[src/verilog/dct_defs.svh]
/*
 * Constants for the DMA cycle timing select block: field positions of the
 * extended mode byte, reset values, and the bus clock period counts per timing.
 * Assumes it is included by bare name after the package dct_pkg.
 */
`ifndef DCT_DEFS_SVH
`define DCT_DEFS_SVH

// ------------------------------------------------------------------
// Extended mode byte layout
// ------------------------------------------------------------------
`define DCT_SEL_MSB          1
`define DCT_SEL_LSB          0
`define DCT_STORE_MSB        7
`define DCT_STORE_LSB        2
`define DCT_STORE_W          6
// Timing field sits at bits 5:4 of the byte, i.e. bits 3:2 of the stored part.
`define DCT_TM_MSB           3
`define DCT_TM_LSB           2
`define DCT_NUM_CH           8

// ------------------------------------------------------------------
// Reset values of the stored part, bits 7:2 of the byte
// ------------------------------------------------------------------
`define DCT_RST_DMA1         6'h00
`define DCT_RST_DMA2         6'h01

// ------------------------------------------------------------------
// Clock and bus clock timing
// ------------------------------------------------------------------
`define DCT_CLK_PERIOD_NS    8
`define DCT_ISA_CLK_NS       120
`define DCT_ISA_CLK_DIV      ((`DCT_ISA_CLK_NS + `DCT_CLK_PERIOD_NS - 1) / `DCT_CLK_PERIOD_NS)

// ------------------------------------------------------------------
// Repeated cycle phases in bus clock periods: setup, command, recovery
// ------------------------------------------------------------------
`define DCT_COMPAT_SETUP     4'h2
`define DCT_COMPAT_CMD       4'h5
`define DCT_A_SETUP          4'h2
`define DCT_A_CMD            4'h3
`define DCT_B_SETUP          4'h1
`define DCT_B_CMD            4'h3
`define DCT_F_SETUP          4'h1
`define DCT_F_CMD            4'h1
`define DCT_RECOVERY         4'h1
// A single compatible cycle carries one extra lead period ahead of the setup.
`define DCT_SINGLE_LEAD      4'h1

`endif

[src/verilog/dct_pkg.sv]
/*
 * Types for the DMA cycle timing select block.
 * Assumes nothing of its surroundings.
 */
package dct_pkg;

    typedef enum logic [1:0] {
        DCT_TM_COMPAT = 2'b00,
        DCT_TM_A      = 2'b01,
        DCT_TM_B      = 2'b10,
        DCT_TM_F      = 2'b11
    } dct_timing_t;

    typedef enum logic {
        DCT_ST_IDLE = 1'b0,
        DCT_ST_RUN  = 1'b1
    } dct_state_t;

endpackage : dct_pkg

[src/verilog/dct_cycle_timer.sv]
/*
 * Counts one DMA cycle in bus clock periods and opens the command window.
 * Assumes a one-cycle bus clock enable and phase lengths held stable by the caller
 * from the load pulse to the done pulse.
 */
`timescale 1ns/1ps
`include "dct_defs.svh"

module dct_cycle_timer
    import dct_pkg::*;
(
    input  wire logic       clk,
    input  wire logic       rstn,
    input  wire logic       sys_tick,
    input  wire logic       load,
    input  wire logic [3:0] lead_len,
    input  wire logic [3:0] setup_len,
    input  wire logic [3:0] cmd_len,
    output logic            busy,
    output logic            done,
    output logic            cmd_active,
    output logic [3:0]      period
);

    // ------------------------------------------------------------------
    // Period counter
    // ------------------------------------------------------------------
    dct_state_t state_q, state_d;
    logic [3:0] cnt_q, cnt_d;
    logic       done_q, done_d;
    logic       cmd_q, cmd_d;
    logic [3:0] cmd_start;
    logic [3:0] cmd_stop;
    logic [3:0] total;

    assign cmd_start = 4'(lead_len + setup_len);
    assign cmd_stop  = 4'(cmd_start + cmd_len);
    assign total     = 4'(cmd_stop + `DCT_RECOVERY);

    always_comb begin
        state_d = state_q;
        cnt_d   = cnt_q;
        done_d  = 1'b0;
        cmd_d   = cmd_q;
        unique case (state_q)
            DCT_ST_IDLE: begin
                if (load) begin
                    state_d = DCT_ST_RUN;
                    // The first tick only lines the cycle up with a bus clock edge and
                    // wraps the count to zero, so every phase lasts whole periods.
                    cnt_d   = 4'hF;
                    cmd_d   = 1'b0;
                end
            end
            DCT_ST_RUN: begin
                if (sys_tick) begin
                    // The command opens after the setup periods and closes before recovery.
                    cnt_d = 4'(cnt_q + 4'h1);
                    cmd_d = (cnt_d >= cmd_start) && (cnt_d < cmd_stop);
                    if (cnt_d == total) begin
                        state_d = DCT_ST_IDLE;
                        done_d  = 1'b1;
                        cmd_d   = 1'b0;
                    end
                end
            end
        endcase
    end

    always_ff @(posedge clk or negedge rstn) begin
        if (!rstn) begin
            state_q <= DCT_ST_IDLE;
            cnt_q   <= 4'h0;
            done_q  <= 1'b0;
            cmd_q   <= 1'b0;
        end else begin
            state_q <= state_d;
            cnt_q   <= cnt_d;
            done_q  <= done_d;
            cmd_q   <= cmd_d;
        end
    end

    assign busy       = (state_q == DCT_ST_RUN);
    assign done       = done_q;
    assign cmd_active = cmd_q;
    assign period     = cnt_q;

endmodule : dct_cycle_timer

[src/verilog/dct_timing_select.sv]
/*
 * Per-channel DMA cycle timing selection: stores bits 7:2 of the extended mode byte of
 * eight channels and times each DMA cycle in bus clock periods.
 * Assumes a 125 MHz clk, a DMA engine that issues cycle starts and extended
 * mode writes as one-cycle pulses, and ISA slaves that meet the chosen timing.
 */
// Behaviour
// every channel holds a two-bit timing code: compatible, A, B or F.
// bus reset returns every channel's timing code to compatible.
// cycles aimed at ISA expansion memory run with compatible timing.
// compatible cycles take nine bus clocks single, eight when repeated.
// type A repeated cycles take six bus clocks.
// type A keeps compatible setup windows but shortens the command.
// type B repeated cycles take five bus clocks.
// type B shortens write setup and read access; slaves must keep up.
// type B is meant only for fast main memory transfers.
// type F repeated cycles take three bus clocks.
// write bits 1:0 pick the channel and are dropped; bits 7:2 stored.
// cycle counter loads the active channel's code, fallback applied first.
`timescale 1ns/1ps
`include "dct_defs.svh"

module dct_timing_select
    import dct_pkg::*;
(
    input  wire logic                    clk,
    input  wire logic                    pci_bus_reset_n,
    input  wire logic                    ext_mode_wr,
    input  wire logic                    ext_mode_group,
    input  wire logic [7:0]              ext_mode_data,
    input  wire logic                    cyc_start,
    input  wire logic [2:0]              cyc_channel,
    input  wire logic                    cyc_isa_mem,
    input  wire logic                    cyc_repeat,
    output logic                         cyc_ready,
    output logic                         cyc_busy,
    output logic                         cyc_done,
    output logic [1:0]                   cyc_timing,
    output logic [3:0]                   cyc_length,
    output logic                         cmd_active,
    output logic                         isa_system_clock,
    output logic [2*`DCT_NUM_CH-1:0]     ch_timing
);

    logic rstn;
    assign rstn = pci_bus_reset_n;

    // ------------------------------------------------------------------
    // Helpers
    // ------------------------------------------------------------------
    function automatic logic [3:0] dct_setup(input dct_timing_t tm);
        logic [3:0] r;
        r = `DCT_COMPAT_SETUP;
        unique case (tm)
            DCT_TM_COMPAT: r = `DCT_COMPAT_SETUP;
            DCT_TM_A:      r = `DCT_A_SETUP;
            DCT_TM_B:      r = `DCT_B_SETUP;
            DCT_TM_F:      r = `DCT_F_SETUP;
        endcase
        return r;
    endfunction : dct_setup

    function automatic logic [3:0] dct_cmd(input dct_timing_t tm);
        logic [3:0] r;
        r = `DCT_COMPAT_CMD;
        unique case (tm)
            DCT_TM_COMPAT: r = `DCT_COMPAT_CMD;
            DCT_TM_A:      r = `DCT_A_CMD;
            DCT_TM_B:      r = `DCT_B_CMD;
            DCT_TM_F:      r = `DCT_F_CMD;
        endcase
        return r;
    endfunction : dct_cmd

    // ------------------------------------------------------------------
    // Bus clock enable divider
    // ------------------------------------------------------------------
    localparam logic [3:0] DIV_LAST = 4'(`DCT_ISA_CLK_DIV - 1);
    logic [3:0] div_q, div_d;
    logic       tick_q, tick_d;
    logic       half_q, half_d;

    always_comb begin
        tick_d = (div_q == DIV_LAST);
        div_d  = tick_d ? 4'h0 : 4'(div_q + 4'h1);
        half_d = (div_q < 4'(`DCT_ISA_CLK_DIV / 2));
    end

    always_ff @(posedge clk or negedge rstn) begin
        if (!rstn) begin
            div_q  <= 4'h0;
            tick_q <= 1'b0;
            half_q <= 1'b0;
        end else begin
            div_q  <= div_d;
            tick_q <= tick_d;
            half_q <= half_d;
        end
    end

    assign isa_system_clock = half_q;

    // ------------------------------------------------------------------
    // Extended mode storage, bits 7:2 per channel
    // ------------------------------------------------------------------
    logic [2:0] wr_ch;
    assign wr_ch = {ext_mode_group, ext_mode_data[`DCT_SEL_MSB:`DCT_SEL_LSB]};

    logic [`DCT_STORE_W-1:0] mode_q [`DCT_NUM_CH];

    genvar g;
    generate
        for (g = 0; g < `DCT_NUM_CH; g++) begin : g_ch
            localparam logic [`DCT_STORE_W-1:0] RST_VAL =
                (g < 4) ? `DCT_RST_DMA1 : `DCT_RST_DMA2;
            logic [`DCT_STORE_W-1:0] mode_d;

            always_comb begin
                mode_d = mode_q[g];
                if (ext_mode_wr && (wr_ch == 3'(g))) begin
                    mode_d = ext_mode_data[`DCT_STORE_MSB:`DCT_STORE_LSB];
                end
            end

            always_ff @(posedge clk or negedge rstn) begin
                if (!rstn) begin
                    mode_q[g] <= RST_VAL;
                end else begin
                    mode_q[g] <= mode_d;
                end
            end

            assign ch_timing[2*g+1:2*g] = mode_q[g][`DCT_TM_MSB:`DCT_TM_LSB];
        end
    endgenerate

    // ------------------------------------------------------------------
    // Cycle set-up: the code is latched at start so a later write to the
    // same channel cannot change a cycle that is already running.
    // ------------------------------------------------------------------
    dct_timing_t tm_sel;
    dct_timing_t tm_q, tm_d;
    logic        lead_q, lead_d;
    logic [3:0]  len_q, len_d;
    logic        timer_busy;
    logic        load;
    logic [3:0]  setup_len;
    logic [3:0]  cmd_len;
    logic [3:0]  lead_len;

    always_comb begin
        tm_sel = dct_timing_t'(mode_q[cyc_channel][`DCT_TM_MSB:`DCT_TM_LSB]);
        // ISA expansion memory cannot take the fast modes; B also needs main memory.
        if (cyc_isa_mem) begin
            tm_sel = DCT_TM_COMPAT;
        end
    end

    assign cyc_ready = !timer_busy;
    assign load      = cyc_start && cyc_ready;

    always_comb begin
        tm_d   = tm_q;
        lead_d = lead_q;
        len_d  = len_q;
        if (load) begin
            tm_d   = tm_sel;
            // Only compatible timing has a single-cycle length of its own.
            lead_d = !cyc_repeat && (tm_sel == DCT_TM_COMPAT);
            len_d  = 4'(dct_setup(tm_sel) + dct_cmd(tm_sel) + `DCT_RECOVERY
                        + (lead_d ? `DCT_SINGLE_LEAD : 4'h0));
        end
    end

    always_ff @(posedge clk or negedge rstn) begin
        if (!rstn) begin
            tm_q   <= DCT_TM_COMPAT;
            lead_q <= 1'b0;
            len_q  <= 4'h0;
        end else begin
            tm_q   <= tm_d;
            lead_q <= lead_d;
            len_q  <= len_d;
        end
    end

    // The timer starts one clock after load, once the latched code has settled.
    logic load_q;
    always_ff @(posedge clk or negedge rstn) begin
        if (!rstn) begin
            load_q <= 1'b0;
        end else begin
            load_q <= load;
        end
    end

    assign setup_len = dct_setup(tm_q);
    assign cmd_len   = dct_cmd(tm_q);
    assign lead_len  = lead_q ? `DCT_SINGLE_LEAD : 4'h0;

    logic run_busy;

    dct_cycle_timer u_timer (
        .clk        (clk),
        .rstn       (rstn),
        .sys_tick   (tick_q),
        .load       (load_q),
        .lead_len   (lead_len),
        .setup_len  (setup_len),
        .cmd_len    (cmd_len),
        .busy       (run_busy),
        .done       (cyc_done),
        .cmd_active (cmd_active),
        .period     ()
    );

    assign timer_busy = run_busy || load_q;
    assign cyc_busy   = timer_busy;
    assign cyc_timing = tm_q;
    assign cyc_length = len_q;

endmodule : dct_timing_select

[config.mk]
export PLATFORM = sky130hd
export DESIGN_NAME = dct_timing_select
export DESIGN_NICKNAME = d
export VERILOG_FILES = /design/src/verilog/dct_pkg.sv /design/src/verilog/dct_cycle_timer.sv /design/src/verilog/dct_timing_select.sv
export VERILOG_INCLUDE_DIRS = /design/src /design/src/verilog
export SDC_FILE = /design/constraint.sdc
export NUM_CORES = 1
export LEC_CHECK = 0
export BUFFER_PORTS_ARGS = -buffer_cell sky130_fd_sc_hd__buf_2
export CAP_MARGIN = 20
export CELL_PAD_IN_SITES_DETAIL_PLACEMENT = 1
export CELL_PAD_IN_SITES_GLOBAL_PLACEMENT = 1
export CORE_AREA = 3 3 74 76
export DETAILED_ROUTE_END_ITERATION = 16
export DIE_AREA = 0 0 77 79
export PLACE_DENSITY_LB_ADDON = 0.1
export SYNTH_ARGS = -nofsm -noshare
export SYNTH_HDL_FRONTEND = slang
export SYNTH_SLANG_ARGS = --single-unit
export TNS_END_PERCENT = 5
[constraint.sdc]
create_clock -name clk -period 3.88 [get_ports clk]
set_input_delay 0.582 -clock clk [delete_from_list [all_inputs] [get_ports clk]]
set_output_delay 0.582 -clock clk [all_outputs]
set_load 0.05 [all_outputs]
==> run summary <==
### Drt
- number of vias per cell after detailed routing: 5.09
- number of design rule violations left after detail routing: 0
- number of nets still failing antenna checks after routing: 0
- WL final: 4.61 mm
- detailed-route via count: 1467
- Iter 0 DRT Violations: 71
- number of search-and-repair iterations in the first detailed-routing pass: 4
- Routed WL per cell: 16.0 µm

### GRT
- maximum number of pins on one net before global-route repair: 38
- leftover overflow at the end of global routing: 0
- aggregate global-route resource usage: 16.5%
- first-pass GRT wire length: 7.82 mm
- antenna violations before repair: 0
- number of global-route vias before repair: 1604

### Power and ir drop
- leak pwr: 0.00115 µW
- combinational power share: 62.8%
- part of the total power dissipated in sequential elements: 26.1%
- Pint: 1160 µW
- Max VDD drop: 0.484 mV
- total net switching power: 1090 µW
- switching part of the total: 48.5%
- power density relative to cell area: 917 mW/mm²
- Clk network pwr share: 11.1%

### Timing
- final max-slew violation count: 0
- final setup margin: 0.778 ns
- maximum clock frequency: 322 MHz
- pin slew with the least headroom to its limit: 0.841 ns
- slew margin rel.: 43.9%
- setup repair after global routing missed its margin: false
- final hold viol count: 0
- Fin Setup TNS: 0 ns
- post-layout min period: 3.10 ns
- Setup Viol. Count Final: 0
- clock skew: 0.00711 ns
- Final period util: 80.0%

### Critical path
- setup slack of the most critical reg-to-reg path: 0.78 ns
- largest incremental delay on the critical path: 0.52 ns
- number of buffers and inverters on the critical path: 4
- category of the most critical setup path: register to register
- Top Family by Delay on Critical Path: adder cells
- cells traversed along the worst timing path: inv_1 > ha_1 > nor2_1 > inv_1 > ha_1 > inv_1 > fa_1 > inv_1 > ha_1 > nor2b_1 > o21a_1 > o21ai_0 > o311ai_0 > o21ai_0
- most common cell type on the critical path: inv_1
- Slowest-stage cell, CP: fa_1
- Worst Setup End Kind: register
- Worst Path Max Fanout: 4
- critical path arrival: 3.31 ns
- crit start category: register
- CP Data Required Time: 4.08 ns

### Finish
- fraction of layout cells with a size suffix above 1: 33.9%
- diode count: 0
- area used by multi-input combinational logic: 0.00112 mm²
- final design utilization: 51.1%
- P&R area growth vs syn: 16.4%
- top library cells by usage in the layout, fill and taps aside: buf_2 (40), dfrtp_1 (37), mux2_2 (19), ha_1 (19), nand2_1 (17)
- fillcell total: 536
- FF+latch area: 926 µm²
- post-route cell area: 0.00244 mm²
- total number of nets in the final design: 260
- leading cell type in the layout, fill and taps excluded: buf_2

### Place
- number of buffer cells added on primary ports: 40
- Post-Place Worst Slack: 0.750 ns
- Final HPWL DP: 3.60 mm
- routability cong.: 0.805
- Post-DP Area: 0.00237 mm²

### Synthesis
- number of warning messages in the yosys log: 0
- net count after synthesis: 216
- most area-consuming cells after synthesis: dfrtp_1 (44%), ha_1 (11%), mux2_2 (10%)
- Mean Syn Cell Area: 11.8 µm²
- count of mapped cells out of synthesis: 178
- cell type contributing the most total cell area after synthesis: dfrtp_1
- Netlist Area Pre-Place: 0.00210 mm²
- Seq/Total Area, Yosys: 44.1%
- number of storage elements in the synthesis netlist: 37
- number of unique standard cell types used by synthesis: 33
- proportion of netlist area held by the largest area contributor: 44.1%

### Clock network
- post-cts gate resize count: 0
- hold-fix buffers at CTS: 0
- CTS tree: done
- Max Buffers Root-to-Sink: 2
- Num CTS Buffers: 5
- clock transition at the register clock pins on the worst setup and hold paths after CTS: 0.07 ns
- number of levels in the clock H-tree: 2
- number of clock sinks seen by CTS: 37
- Setup Buffers After CTS: 0
- clock latency reported for the late side of the worst-skew pair: 0.28 ns
- clock root buffer: clkbuf_8

### Floorplan
- Top Ports: 45
- x dimension of the die: 77 µm
- Core Region: 0.00479 mm²
- Die Y: 79 µm
- Die Outline Area: 0.00608 mm²
- Row Count: 25
- Initial Util: 43.9%

### Flow run
- number of violations of the max-capacitance limit: 0

### Hold path
- hold crit path type: input pin to async pin

### Run status
- status: finished, final reports clean

power by group through the flow:
| stage | logic (µW) | clock network [µW] | registers, µW |
|---|---|---|---|
| final | 1410 | 250 | 584 |
| after global routing | 1550 | 278 | 602 |
| after CTS | 1440 | 260 | 584 |
| after detailed placement | 1430 | 0 | 589 |
| after global placement | 1340 | 0 | 583 |
| after floorplan | 877 | 0 | 809 |
per-layer routing:
metal  global-route usage (%)  part of all wire, %  up-vias  routed length (µm)
met3                     3.97                  4.2        7                 193
met4                     5.52                  1.9        0                  87
met5                        0                    0        -                   0
li1                         -                    -      711                   -
met1                     19.5                   43      719                1960
met2                     29.4                   51       30                2370
logic make-up after synthesis:
kind of cell               share of synthesized area, %
DFF                                                44.1
buffers and inverters                              2.56
xor gates and xnor gates                           6.50
and+or+nand+nor                                    12.6
AOI/OAI and AO/OA                                  6.08
muxes                                              15.9
adders and majority gates                          12.3
area by class of cell:
| cell class | count | share of cell area (%) |
|---|---|---|
| clock buffers | 5 | 2.81 |
| flip-flops and latches | 37 | 37.9 |
| multi-input cells | 127 | 45.8 |
| clock inverters | 1 | 0.205 |
| well taps | 67 | 3.43 |
| repair buffers | 40 | 8.19 |
| inverters | 11 | 1.69 |
synth_stat cells, drive strengths merged:
master / instances
a21o: 2
a21oi: 3
a2bb2oi: 2
a31oi: 3
buf: 1
clkbuf: 2
dfrtp: 37
fa: 1
ha: 19
inv: 11
mux2: 19
mux2i: 3
mux4: 4
nand2: 17
nand2b: 4
nand3: 3
nand4: 2
nand4b: 3
nor2: 4
nor2b: 3
nor3: 6
nor3b: 3
nor4: 1
o21a: 1
o21ai: 9
o311ai: 1
or2: 1
xnor2: 8
xnor3: 1
xor2: 4
worst paths after layout:
check | startpoint | end | cells after the start
setup / recovery | cyc_timing[0]$_DFFE_PN0P_ | u_timer.cmd_active$_DFFE_PN0P_ | 14
setup reg to reg | cyc_timing[0]$_DFFE_PN0P_ | u_timer.cmd_active$_DFFE_PN0P_ | 14
max in group asynchronous | pci_bus_reset_n | cyc_length[0]$_DFFE_PN0P_ | 1
hold / removal | pci_bus_reset_n | ch_timing[15]$_DFFE_PN0P_ | 1
hold reg to reg | cyc_length[2]$_DFFE_PN0P_ | cyc_length[2]$_DFFE_PN0P_ | 2
min in group clk | cyc_length[2]$_DFFE_PN0P_ | cyc_length[2]$_DFFE_PN0P_ | 2
flip-flops by register name (all words and copies together), names as in the netlist, 2 cells and up:
name            flops
ch_timing          16
cyc_length          4
cyc_timing          2
div_q               4
u_timer.period      4
through the flow:
step           total power, µW  hold slack, ns  cells
2_1_floorplan             1690           0.286    178
3_3_place_gp              1920           0.461    282
3_5_place_dp              2020           0.483    282
4_1_cts                   2280           0.425    288
5_1_grt                   2430           0.454    288
6_report                  2240           0.402    288
Power figures use the tool's default switching activity.
